[src/rtl/dscs_defines.svh]
// offsets, field positions, reset values and counts of the double-speed clock select
`ifndef DSCS_DEFINES_SVH
`define DSCS_DEFINES_SVH

`define DSCS_OFF_CLOCK_CONTROL_REG      8'h00
`define DSCS_OFF_STATUS     8'h04
`define DSCS_CK_DS_BIT      0
`define DSCS_CK_PER_LSB     1
`define DSCS_CK_PER_MSB     6
`define DSCS_CLOCK_CONTROL_REG_RST      7'h00
`define DSCS_NUM_PERIPH     6
`define DSCS_BOOT_BIT       7
`define DSCS_ST_ACTIVE_BIT  0
`define DSCS_ST_BOOT_BIT    1
`define DSCS_STD_CLKS       12
`define DSCS_DS_CLKS        6
`define DSCS_TICKS_PER_MC   3'h6
`define DSCS_LAST_PHASE     3'h5

`endif

[src/rtl/dscs_pkg.sv]
// types shared by the double-speed clock select files
`default_nettype none
package dscs_pkg;
    typedef struct packed {
        logic [5:0] periphDiv;
        logic       doubleSpeed;
    } dscs_clock_control_reg_s;

    typedef struct packed {
        logic       cpu;
        logic [5:0] periph;
        logic       machineCycle;
    } dscs_ticks_s;

    typedef enum logic [1:0] {
        BOOT_WAIT = 2'b01,
        BOOT_RUN  = 2'b10
    } dscs_boot_e;
endpackage : dscs_pkg
`default_nettype wire

[src/rtl/dscs_mode_switch.sv]
// crystal halving stage and glitch-free validation of the requested speed mode
`default_nettype none
module dscs_mode_switch (
    // clock and reset
    input  wire logic clock,
    input  wire logic rstn,
    // request from the control register
    input  wire logic requestDouble,
    // halved clock phase and validated mode
    output logic      halfClk,
    output logic      doubleActive
);
    logic halfClk_reg;
    logic doubleActive_reg;

    ////////////////////////////////////////////////////////////////////////////
    // divide by two of the crystal input
    always_ff @(posedge clock or negedge rstn) begin
        if (!rstn) begin
            halfClk_reg <= 1'b0;
        end else begin
            halfClk_reg <= ~halfClk_reg;
        end
    end

    // mode only moves when the halved clock rises, so a half period is never cut short
    always_ff @(posedge clock or negedge rstn) begin
        if (!rstn) begin
            doubleActive_reg <= 1'b0;
        end else if (!halfClk_reg) begin
            doubleActive_reg <= requestDouble;
        end
    end

    assign halfClk      = halfClk_reg;
    assign doubleActive = doubleActive_reg;

    ////////////////////////////////////////////////////////////////////////////
    AST_MODE_ON_HALF_RISE: assert property (@(posedge clock) disable iff (!rstn)
        $changed(doubleActive_reg) |-> halfClk_reg && !$past(halfClk_reg))
        else $error("mode changed off a halved clock rising edge");
endmodule : dscs_mode_switch
`default_nettype wire

[src/rtl/dscs_clock_select.sv]
// double-speed clock select: control register, boot mode, cpu and peripheral clock enables
//
// Register access over Wishbone and the placing of the registers are this design's own decisions.
`include "dscs_defines.svh"
`default_nettype none
module dscs_clock_select (
    // clock and reset
    input  wire logic                clock,
    input  wire logic                rstn,
    // wishbone classic slave
    input  wire logic                cyc_i,
    input  wire logic                stb_i,
    input  wire logic                we_i,
    input  wire logic [7:0]          adr_i,
    input  wire logic [7:0]          dat_i,
    input  wire logic [0:0]          sel_i,
    output logic      [7:0]          dat_o,
    output logic                     ack_o,
    // nonvolatile security byte
    input  wire logic [7:0]          securityByte,
    // clock enables and mode
    output var dscs_pkg::dscs_ticks_s tickOut,
    output logic                     doubleActive
);
    dscs_pkg::dscs_clock_control_reg_s clock_control_reg_reg;
    dscs_pkg::dscs_boot_e  bootState_reg;
    dscs_pkg::dscs_ticks_s ticks_reg;
    dscs_pkg::dscs_ticks_s ticks_next;
    logic                  bootDouble_reg;
    logic                  ack_reg;
    logic [7:0]            dat_reg;
    logic [2:0]            phase_reg;
    logic                  halfClk;
    logic                  wbReq;
    logic                  wbWrite;
    logic [5:0]            periphFast;

    ////////////////////////////////////////////////////////////////////////////
    // bus decode: a write lands on the edge where the master sees ack
    assign wbReq   = cyc_i && stb_i && !ack_reg;
    assign wbWrite = cyc_i && stb_i && we_i && ack_reg && sel_i[0] && (adr_i == `DSCS_OFF_CLOCK_CONTROL_REG);

    always_ff @(posedge clock or negedge rstn) begin
        if (!rstn) begin
            ack_reg <= 1'b0;
        end else begin
            ack_reg <= wbReq;
        end
    end

    // unmapped addresses answer with zero rather than stalling the bus
    always_ff @(posedge clock or negedge rstn) begin
        if (!rstn) begin
            dat_reg <= 8'h00;
        end else if (wbReq) begin
            case (adr_i)
                `DSCS_OFF_CLOCK_CONTROL_REG:  dat_reg <= {1'b0, clock_control_reg_reg};
                `DSCS_OFF_STATUS: dat_reg <= {6'h00, bootDouble_reg, doubleActive};
                default:          dat_reg <= 8'h00;
            endcase
        end
    end

    assign ack_o = ack_reg;
    assign dat_o = dat_reg;

    ////////////////////////////////////////////////////////////////////////////
    // boot sequence: security byte is sampled once, on the first edge after reset release
    always_ff @(posedge clock or negedge rstn) begin
        if (!rstn) begin
            bootState_reg <= dscs_pkg::BOOT_WAIT;
        end else begin
            case (bootState_reg)
                dscs_pkg::BOOT_WAIT: bootState_reg <= dscs_pkg::BOOT_RUN;
                dscs_pkg::BOOT_RUN:  bootState_reg <= dscs_pkg::BOOT_RUN;
                default:             bootState_reg <= dscs_pkg::BOOT_RUN;
            endcase
        end
    end

    always_ff @(posedge clock or negedge rstn) begin
        if (!rstn) begin
            bootDouble_reg <= 1'b0;
        end else if (bootState_reg == dscs_pkg::BOOT_WAIT) begin
            bootDouble_reg <= ~securityByte[`DSCS_BOOT_BIT];
        end
    end

    ////////////////////////////////////////////////////////////////////////////
    // control register
    always_ff @(posedge clock or negedge rstn) begin
        if (!rstn) begin
            clock_control_reg_reg <= `DSCS_CLOCK_CONTROL_REG_RST;
        end else if (bootState_reg == dscs_pkg::BOOT_WAIT) begin
            clock_control_reg_reg.doubleSpeed <= ~securityByte[`DSCS_BOOT_BIT];
        end else if (wbWrite) begin
            clock_control_reg_reg.doubleSpeed <= dat_i[`DSCS_CK_DS_BIT];
            clock_control_reg_reg.periphDiv   <= dat_i[`DSCS_CK_PER_MSB:`DSCS_CK_PER_LSB];
        end
    end

    dscs_mode_switch u_mode (
        .clock         (clock),
        .rstn          (rstn),
        .requestDouble (clock_control_reg_reg.doubleSpeed),
        .halfClk       (halfClk),
        .doubleActive  (doubleActive)
    );

    ////////////////////////////////////////////////////////////////////////////
    // clock enables: the halved stage gives one tick in two crystal periods
    always_comb begin
        ticks_next              = ticks_reg;
        ticks_next.cpu          = doubleActive || halfClk;
        ticks_next.machineCycle = ticks_reg.cpu && (phase_reg == `DSCS_LAST_PHASE);
        ticks_next.periph       = periphFast;
    end

    // per-bit enables live in their own vector so the tick struct keeps a single driver
    generate
        for (genvar i = 0; i < `DSCS_NUM_PERIPH; i++) begin : g_periph
            // a set bit keeps the peripheral on the halved clock whatever the cpu does
            assign periphFast[i] = (doubleActive && !clock_control_reg_reg.periphDiv[i]) || halfClk;

            AST_PERIPH_HELD: assert property (@(posedge clock) disable iff (!rstn)
                clock_control_reg_reg.periphDiv[i] && !halfClk |=> !ticks_reg.periph[i])
                else $error("held peripheral ticked at the crystal rate");
            AST_PERIPH_FAST: assert property (@(posedge clock) disable iff (!rstn)
                doubleActive && !clock_control_reg_reg.periphDiv[i] |=> ticks_reg.periph[i])
                else $error("released peripheral missed a double speed tick");
        end
    endgenerate

    always_ff @(posedge clock or negedge rstn) begin
        if (!rstn) begin
            ticks_reg <= '0;
        end else begin
            ticks_reg <= ticks_next;
        end
    end

    // six cpu ticks make a machine cycle, so the crystal count follows the mode
    always_ff @(posedge clock or negedge rstn) begin
        if (!rstn) begin
            phase_reg <= 3'h0;
        end else if (ticks_reg.cpu) begin
            phase_reg <= (phase_reg == `DSCS_LAST_PHASE) ? 3'h0 : phase_reg + 3'h1;
        end
    end

    assign tickOut = ticks_reg;

    ////////////////////////////////////////////////////////////////////////////
    // helper: crystal periods between machine cycles, flagged when the mode moved inside
    logic [4:0] gap_reg;
    logic       mixed_reg;
    logic       prevActive_reg;

    always_ff @(posedge clock or negedge rstn) begin
        if (!rstn) begin
            gap_reg        <= 5'h00;
            mixed_reg      <= 1'b1;
            prevActive_reg <= 1'b0;
        end else begin
            prevActive_reg <= doubleActive;
            gap_reg        <= ticks_reg.machineCycle ? 5'h01 : gap_reg + 5'h01;
            mixed_reg      <= (ticks_reg.machineCycle ? 1'b0 : mixed_reg) || (doubleActive != prevActive_reg);
        end
    end

    // the mode of a finished interval is the one seen a cycle before its pulse, as the ticks lag by one
    AST_STD_CADENCE: assert property (@(posedge clock) disable iff (!rstn)
        ticks_reg.machineCycle && !mixed_reg && !prevActive_reg && gap_reg != 5'h00
        |-> gap_reg == 5'(`DSCS_STD_CLKS))
        else $error("standard machine cycle not twelve clocks");
    AST_DS_CADENCE: assert property (@(posedge clock) disable iff (!rstn)
        ticks_reg.machineCycle && !mixed_reg && prevActive_reg && gap_reg != 5'h00
        |-> gap_reg == 5'(`DSCS_DS_CLKS))
        else $error("double speed machine cycle not six clocks");
    AST_RESET_STD: assert property (@(posedge clock) disable iff (!rstn)
        bootState_reg == dscs_pkg::BOOT_WAIT |-> !clock_control_reg_reg.doubleSpeed && !doubleActive)
        else $error("select bit not in standard mode after reset");
    AST_STD_DIVIDED: assert property (@(posedge clock) disable iff (!rstn)
        !doubleActive ##1 !doubleActive |=> ticks_reg.cpu != $past(ticks_reg.cpu))
        else $error("standard mode cpu tick not halved");
    AST_DS_UNDIVIDED: assert property (@(posedge clock) disable iff (!rstn)
        doubleActive |=> ticks_reg.cpu)
        else $error("double mode cpu tick not at crystal rate");
    AST_BOOT_DOUBLE: assert property (@(posedge clock) disable iff (!rstn)
        bootState_reg == dscs_pkg::BOOT_WAIT && !securityByte[`DSCS_BOOT_BIT]
        |=> clock_control_reg_reg.doubleSpeed ##[1:2] doubleActive)
        else $error("cleared boot bit did not start double speed");
    AST_BOOT_STD: assert property (@(posedge clock) disable iff (!rstn)
        bootState_reg == dscs_pkg::BOOT_WAIT && securityByte[`DSCS_BOOT_BIT] |=> !clock_control_reg_reg.doubleSpeed)
        else $error("set boot bit did not start standard mode");
    AST_CPU_ONLY: assert property (@(posedge clock) disable iff (!rstn)
        doubleActive && (&clock_control_reg_reg.periphDiv) && !halfClk |=> ticks_reg.cpu && ticks_reg.periph == 6'h00)
        else $error("peripherals sped up with all bits set");
    AST_MODE_FOLLOWS: assert property (@(posedge clock) disable iff (!rstn)
        $changed(clock_control_reg_reg.doubleSpeed) |-> ##[1:2] (doubleActive == clock_control_reg_reg.doubleSpeed))
        else $error("validated mode did not follow the select bit");
    AST_WB_ACK: assert property (@(posedge clock) disable iff (!rstn)
        cyc_i && stb_i && !ack_reg |=> ack_reg ##1 !ack_reg)
        else $error("bus ack not a single cycle after request");

    COV_BOOT_DOUBLE: cover property (@(posedge clock) disable iff (!rstn)
        bootState_reg == dscs_pkg::BOOT_RUN && bootDouble_reg && doubleActive);
    COV_TO_DOUBLE: cover property (@(posedge clock) disable iff (!rstn) $rose(doubleActive));
    COV_TO_STD: cover property (@(posedge clock) disable iff (!rstn) $fell(doubleActive));
    COV_HELD_PERIPH: cover property (@(posedge clock) disable iff (!rstn)
        doubleActive && clock_control_reg_reg.periphDiv[0]);
    COV_DS_CYCLE: cover property (@(posedge clock) disable iff (!rstn) ticks_reg.machineCycle && doubleActive);
endmodule : dscs_clock_select
`default_nettype wire

[config.mk]
export PLATFORM = sky130hd
export DESIGN_NAME = dscs_clock_select
export DESIGN_NICKNAME = d
export VERILOG_FILES = /design/src/rtl/dscs_pkg.sv /design/src/rtl/dscs_mode_switch.sv /design/src/rtl/dscs_clock_select.sv
export VERILOG_INCLUDE_DIRS = /design/src /design/src/rtl
export SDC_FILE = /design/constraint.sdc
export NUM_CORES = 1
export LEC_CHECK = 0
export BUFFER_PORTS_ARGS = -buffer_cell sky130_fd_sc_hd__buf_2
export CELL_PAD_IN_SITES_DETAIL_PLACEMENT = 0
export CELL_PAD_IN_SITES_GLOBAL_PLACEMENT = 1
export CORE_ASPECT_RATIO = 1.1
export CORE_MARGIN = 2
export CORE_UTILIZATION = 25
export CTS_BUF_LIST = sky130_fd_sc_hd__clkbuf_16
export DETAILED_ROUTE_END_ITERATION = 6
export PLACE_DENSITY_LB_ADDON = 0.1
export SLEW_MARGIN = 40
export SYNTH_ARGS = -nofsm -noshare
export SYNTH_HDL_FRONTEND = slang
export SYNTH_HIERARCHICAL = 1
export SYNTH_SLANG_ARGS = --single-unit
[constraint.sdc]
create_clock -name clock -period 1.8 [get_ports clock]
set_clock_uncertainty 0.2 [all_clocks]
set_input_delay 0.36 -clock clock [delete_from_list [all_inputs] [get_ports clock]]
set_output_delay 0.36 -clock clock [all_outputs]
set_load 0.03 [all_outputs]
### After elaboration in Yosys (flattened, before gate mapping)

Cells that the tools add are included.
W data, S select, Z words.

| word-level totals | value |
|---|---|
| bits in registers | 32 |
| latch bits | 0 |
| memory bits (writable) | 0 |
| bits in read-only memories | 0 |
| bits of input ports | 30 |
| output and inout port bits | 18 |
| logic and storage cells | 53 |
| memories kept | 0 |

| cells by class | value |
|---|---|
| $add $sub $neg | 1 |
| multipliers | 0 |
| divide/modulo/power cells | 0 |
| order comparisons | 0 |
| equal/unequal tests | 3 |
| shifts and indexed selects | 0 |
| mux-type cells | 4 |
| bitwise gates (word level) | 3 |
| reduce and logical (&&, ||, !) cells | 30 |

Operators with widths:

| operator | count |
|---|---|
| $pmux W7 S2 | 1 |
| $logic_and A1 B1 Y1 | 13 |
| $eq A8 B3 Y1 const B | 1 |
| $logic_not A8 Y1 | 1 |
| $logic_not A1 Y1 | 7 |
| $logic_or A1 B1 Y1 | 7 |
| $add A3 B1 Y3 const B | 1 |
| $eq A3 B3 Y1 const B | 1 |
| $mux W3 | 1 |
| $not A1 Y1 | 3 |
| $eq A2 B1 Y1 const B | 1 |
| $mux W1 | 2 |
| $reduce_and A2 Y1 | 1 |
| $reduce_bool A2 Y1 | 1 |

### Logic depth before layout (Yosys ltp)

| depth | value |
|---|---|
| word-level depth | 7 |
| gate-level depth with buffers | 5 |
| gate-level depth less buffers | 4 |

### Hierarchy

Netlist, hierarchy kept.

Modules (own cells, without submodules):

| module | instances | cells an instance | area an instance (um2) | seq. area each (um2) |
|---|---|---|---|---|
| dscs_clock_select | 1 | 89 | 1156.1 | 726.9 |
| dscs_mode_switch | 1 | 4 | 68.8 | 50.0 |

### Worst setup path before layout

No wires, ideal clock.

| path | value |
|---|---|
| path kind | input -> register |
| start point | input adr_i[7] |
| end point | register clock_control_reg_reg[1] (netlist bit) |
| setup time | 0.125 ns |
| data arrival time | 1.530 ns |
| data required time | 1.475 ns |
| path slack | -0.055 ns |
| cell stages on the path | 4 |
| path buffers | 0 |
| cell sequence | nor4_4 -> nand2_2 -> nor4b_4 -> mux2_2 |

| between the ends | value |
|---|---|
| word-level cells in the longest chain between the ends | 3 |

Ends and longest elaborated chain:

| item | RTL line | text |
|---|---|---|
| from (decl) | dscs_clock_select.sv:14 | `input wire logic [7:0] adr_i,` |
| $logic_not A8 Y1 | - |  |
| $logic_and A1 B1 Y1 | dscs_clock_select.sv:41 | `` assign wbWrite = cyc_i && stb_i && we_i && ack_reg && sel_i[0] && (adr_i == `DSCS_OFF_CLOCK_CONTROL_REG); `` |
| $reduce_and A2 Y1 (no source line) | - |  |
| to (signal assigned) | dscs_clock_select.sv:93 | `` clock_control_reg_reg <= `DSCS_CLOCK_CONTROL_REG_RST; `` |
| to (decl) | dscs_clock_select.sv:25 | `dscs_pkg::dscs_clock_control_reg_s clock_control_reg_reg;` |

Every way passes these cells.
A chain may end at the register's enable or synchronous reset.

### Worst setup path after layout

| path | value |
|---|---|
| start point | register bootState_reg[0] |
| end point | register clock_control_reg_reg[3] (netlist bit) |

| between the ends | value |
|---|---|
| word-level cells in the longest chain between the ends | 3 |

Ends and longest elaborated chain:

| item | RTL line | text |
|---|---|---|
| from (decl) | dscs_clock_select.sv:26 | `dscs_pkg::dscs_boot_e bootState_reg;` |
| from (signal assigned) | dscs_clock_select.sv:71 | `bootState_reg <= dscs_pkg::BOOT_WAIT;` |
| from (signal assigned) | dscs_clock_select.sv:74 | `dscs_pkg::BOOT_WAIT: bootState_reg <= dscs_pkg::BOOT_RUN;` |
| from (signal assigned) | dscs_clock_select.sv:75 | `dscs_pkg::BOOT_RUN: bootState_reg <= dscs_pkg::BOOT_RUN;` |
| $eq A2 B1 Y1 | dscs_clock_select.sv:94 | `end else if (bootState_reg == dscs_pkg::BOOT_WAIT) begin` |
| $not A1 Y1 (no source line) | - |  |
| $reduce_and A2 Y1 (no source line) | - |  |

Every way passes these cells.

==> summary.md <==
| Metric | Value |
|---|---|
| Outcome | complete, no violations |
| IO Port Bufs | 38 |
| Hold path cells | 2 |
| Total number of vias | 865 |
| Clk pin slew, worst setup/hold paths | 0.05 ns |
| Critical path required time | 1.75 ns |
| Final Max Slew Viols | 0 |
| HP Start | securityByte[7] |
| Post-DR wirelength/cell | 12.2 um |
| Startpoint types | flip-flop |
| CP cell instances | nor2b_1 > buf_4 > nor4b_4 > buf_6 > mux2_2 |
| Largest net degree at the start of global routing | 32 |
| Fin crit share | 93.7% |
| Global route hottest layer | met2 |
| I/O Pins | 48 |
| Met3 Use GR | 3.64% |
| Initial antenna violation count | 0 |
| Final number of hold-violating endpoints | 0 |
| Largest cells by area after synthesis | dfrtp_1, mux2_2, a21o_1 |
| Vias per inst | 4.24 |
| ANT cells | 0 |
| Fin util | 36.3% |
| Crit Path Max Fanout | 6 |
| Simple-Gate Fraction of Synth Area | 12.0% |
| Commonest cells after routing, fill and taps aside | buf_2, dfrtp_1, inv_1, buf_4 |
| TritonRoute pass-1 iters | 4 |
| Post-Syn Area | 1220 um^2 |
| Worst Hold Class | in2reg |
| First-pass GRT wire length | 4.33 mm |
| Grt met1 use | 12.3% |
| Critical R2R Launch | bootState_reg[0] |
| Share of the synthesized area in the top cell type | 61.3% |
| Max reg flops | 8 |
| Clock sinks | 31 |
| Die height | 77.4 um |
| Register area share after synthesis | 63.4% |
| Post-Synth XOR/XNOR Area | 0.715% |
| Core footprint | 4680 um^2 |
| Final worst slack | 0.114 ns |
| RR Endpoint | clock_control_reg_reg[3] |
| Commonest non-fill, non-tap cell in the layout | buf_2 |
| Die Wd | 70.7 um |
| Syn Inst Count | 93 |
| Dpl ws | -0.209 ns |
| Register bit count reported by yosys | 31 |
| Number of global-route vias before repair | 932 |
| RSZ-0062 raised after global routing | no |
| Yosys cell types | 27 |
| Crit path from | bootState_reg[0] |
| Highest Clock Rate | 593 MHz |
| Layout Cells excl Fill | 204 |
| Max-cap violation count | 0 |
| Final ANT Viol Nets | 0 |
| Design Power | 1.80 mW |
| Rows | 26 |
| Placer congestion estimate | 0.683 |
| Adder-Cell Fraction of Synth Area | 0% |
| Max Buffers Root-to-Sink | 2 |
| Mux contribution to synthesized area | 9.30% |
| H-tree depth | 2 |
| Clock latency on the worst-skew pair | 0.27 ns |
| Slowest CP cell | dfstp_2 |
| Final setup vio count | 0 |
| Synthesis-to-layout area growth | 38.7% |
| Leakage | 0.841 nW |
| Setup CP Type | reg2reg |
| DP Area | 1540 um^2 |
| DRC Markers | 0 |
| Period minus WS final | 1.69 ns |
| Placed insts | 194 |
| Design Area, Final | 1700 um^2 |
| Routed Wire Length | 2.49 mm |
| GR Util met2 | 16.3% |
| Compound-Gate Fraction of Synth Area | 10.3% |
| Pwr dens | 1060 nW/um^2 |
| CTS root buf | clkbuf_16 |
| CTS buffer count | 5 |
| Area leader, netlist | dfrtp_1 |
| Critical Path End Type | flip-flop |
| R2r setup slk | 0.11 ns |
| Avg Cell Area, Syn | 13.2 um^2 |
| FF-to-FF path depth | 5 |
| Critical Path Max Stage Delay | 0.35 ns |
| Data arrival time of the worst path | 1.63 ns |
| Hold worst-path end | clock_control_reg_reg[0] |
| Nets | 177 |
| CTS tree | built |
| Setup TNS | 0 ns |
| DP Wirelength | 1.82 mm |
| Detailed router's first-iteration violation count | 37 |
| All-Layer GR Usage | 10.0% |
| Synthesis Warnings | 6 |
| Total grt overflow | 0 |
| Full die area | 5480 um^2 |
| Buffers & Inverters on Critical Path | 2 |
| Largest family of logic cells by synthesized area | simple AND/OR/NAND/NOR gates |
| Max VDD drop | 557 uV |
| Crit-path leading delay family | simple AND/OR/NAND/NOR gates |
| Final hold slack | 0.0752 ns |
| Initial core utilization | 26.1% |
| Share of layout cells above drive strength 1 | 45.3% |
-- Yosys cell counts --
cell type	number
dfstp_2	1
dfrtp_1	30
conb_1	2
nor2b_1	1
nand3_1	1
or2_2	2
mux2i_1	2
nor4b_4	1
buf_4	1
xor2_1	1
o21ai_0	1
clkbuf_1	2
inv_1	8
nand4b_1	1
a22o_1	5
o31ai_1	2
nand2_1	5
nand2_2	1
a21oi_1	2
and4b_1	1
nor2_1	3
nor3b_1	1
nor3_1	3
mux2_2	7
mux2_4	1
nor4_4	1
a21o_1	7
-- worst max path at each step --
stage | slack, ns | endpoint | depth (start not counted)
2_1_floorplan | -0.05 | clock_control_reg_reg[1] | 4
3_3_place_gp | -0.21 | clock_control_reg_reg[1] | 6
3_5_place_dp | -0.21 | clock_control_reg_reg[6] | 6
4_1_cts | 0.07 | clock_control_reg_reg[6] | 6
5_1_grt | 0.04 | clock_control_reg_reg[4] | 6
6_report | 0.11 | clock_control_reg_reg[3] | 5
-- report_power, final --
part / total [mW] / leakage [nW] / switching [mW] / internal (mW)
sequential: 0.816 / 0.385 / 0.0497 / 0.767
clock: 0.758 / 0.0701 / 0.263 / 0.495
combinational: 0.230 / 0.386 / 0.141 / 0.0894
total: 1.80 / 0.841 / 0.454 / 1.35
-- layout make-up --
class	instances	area (um^2)
fill	482	2990
inverter	8	30.0
multi-input combinational	52	407
timing repair buffer	49	279
clock inverter	3	11.3
sequential	31	777
clock buffer	5	125
tap	56	70.1
-- kinds of logic after synthesis --
kind of cell           count (synthesis)
buffers and inverters                 11
multiplexers                          10
other                                  2
XOR/XNOR                               1
AO/OA/AOI/OAI                         17
AND/OR/NAND/NOR                       21
flip-flops                            31
-- routing by layer --
layer  share of wire, %  vias up
li1                   -      424
met1                 43      408
met5                  0        -
met4                1.4        0
met2                 49       28
met3                6.6        5
-- repair_timing --
item	in CTS	in global routing
gates resized for setup	0	1
hold buffers	1	0
endpoints found under the hold margin	30	0
buffers inserted	0	1
setup endpoints to repair	0	6
Note: power is estimated with default switching activity, not from simulation.
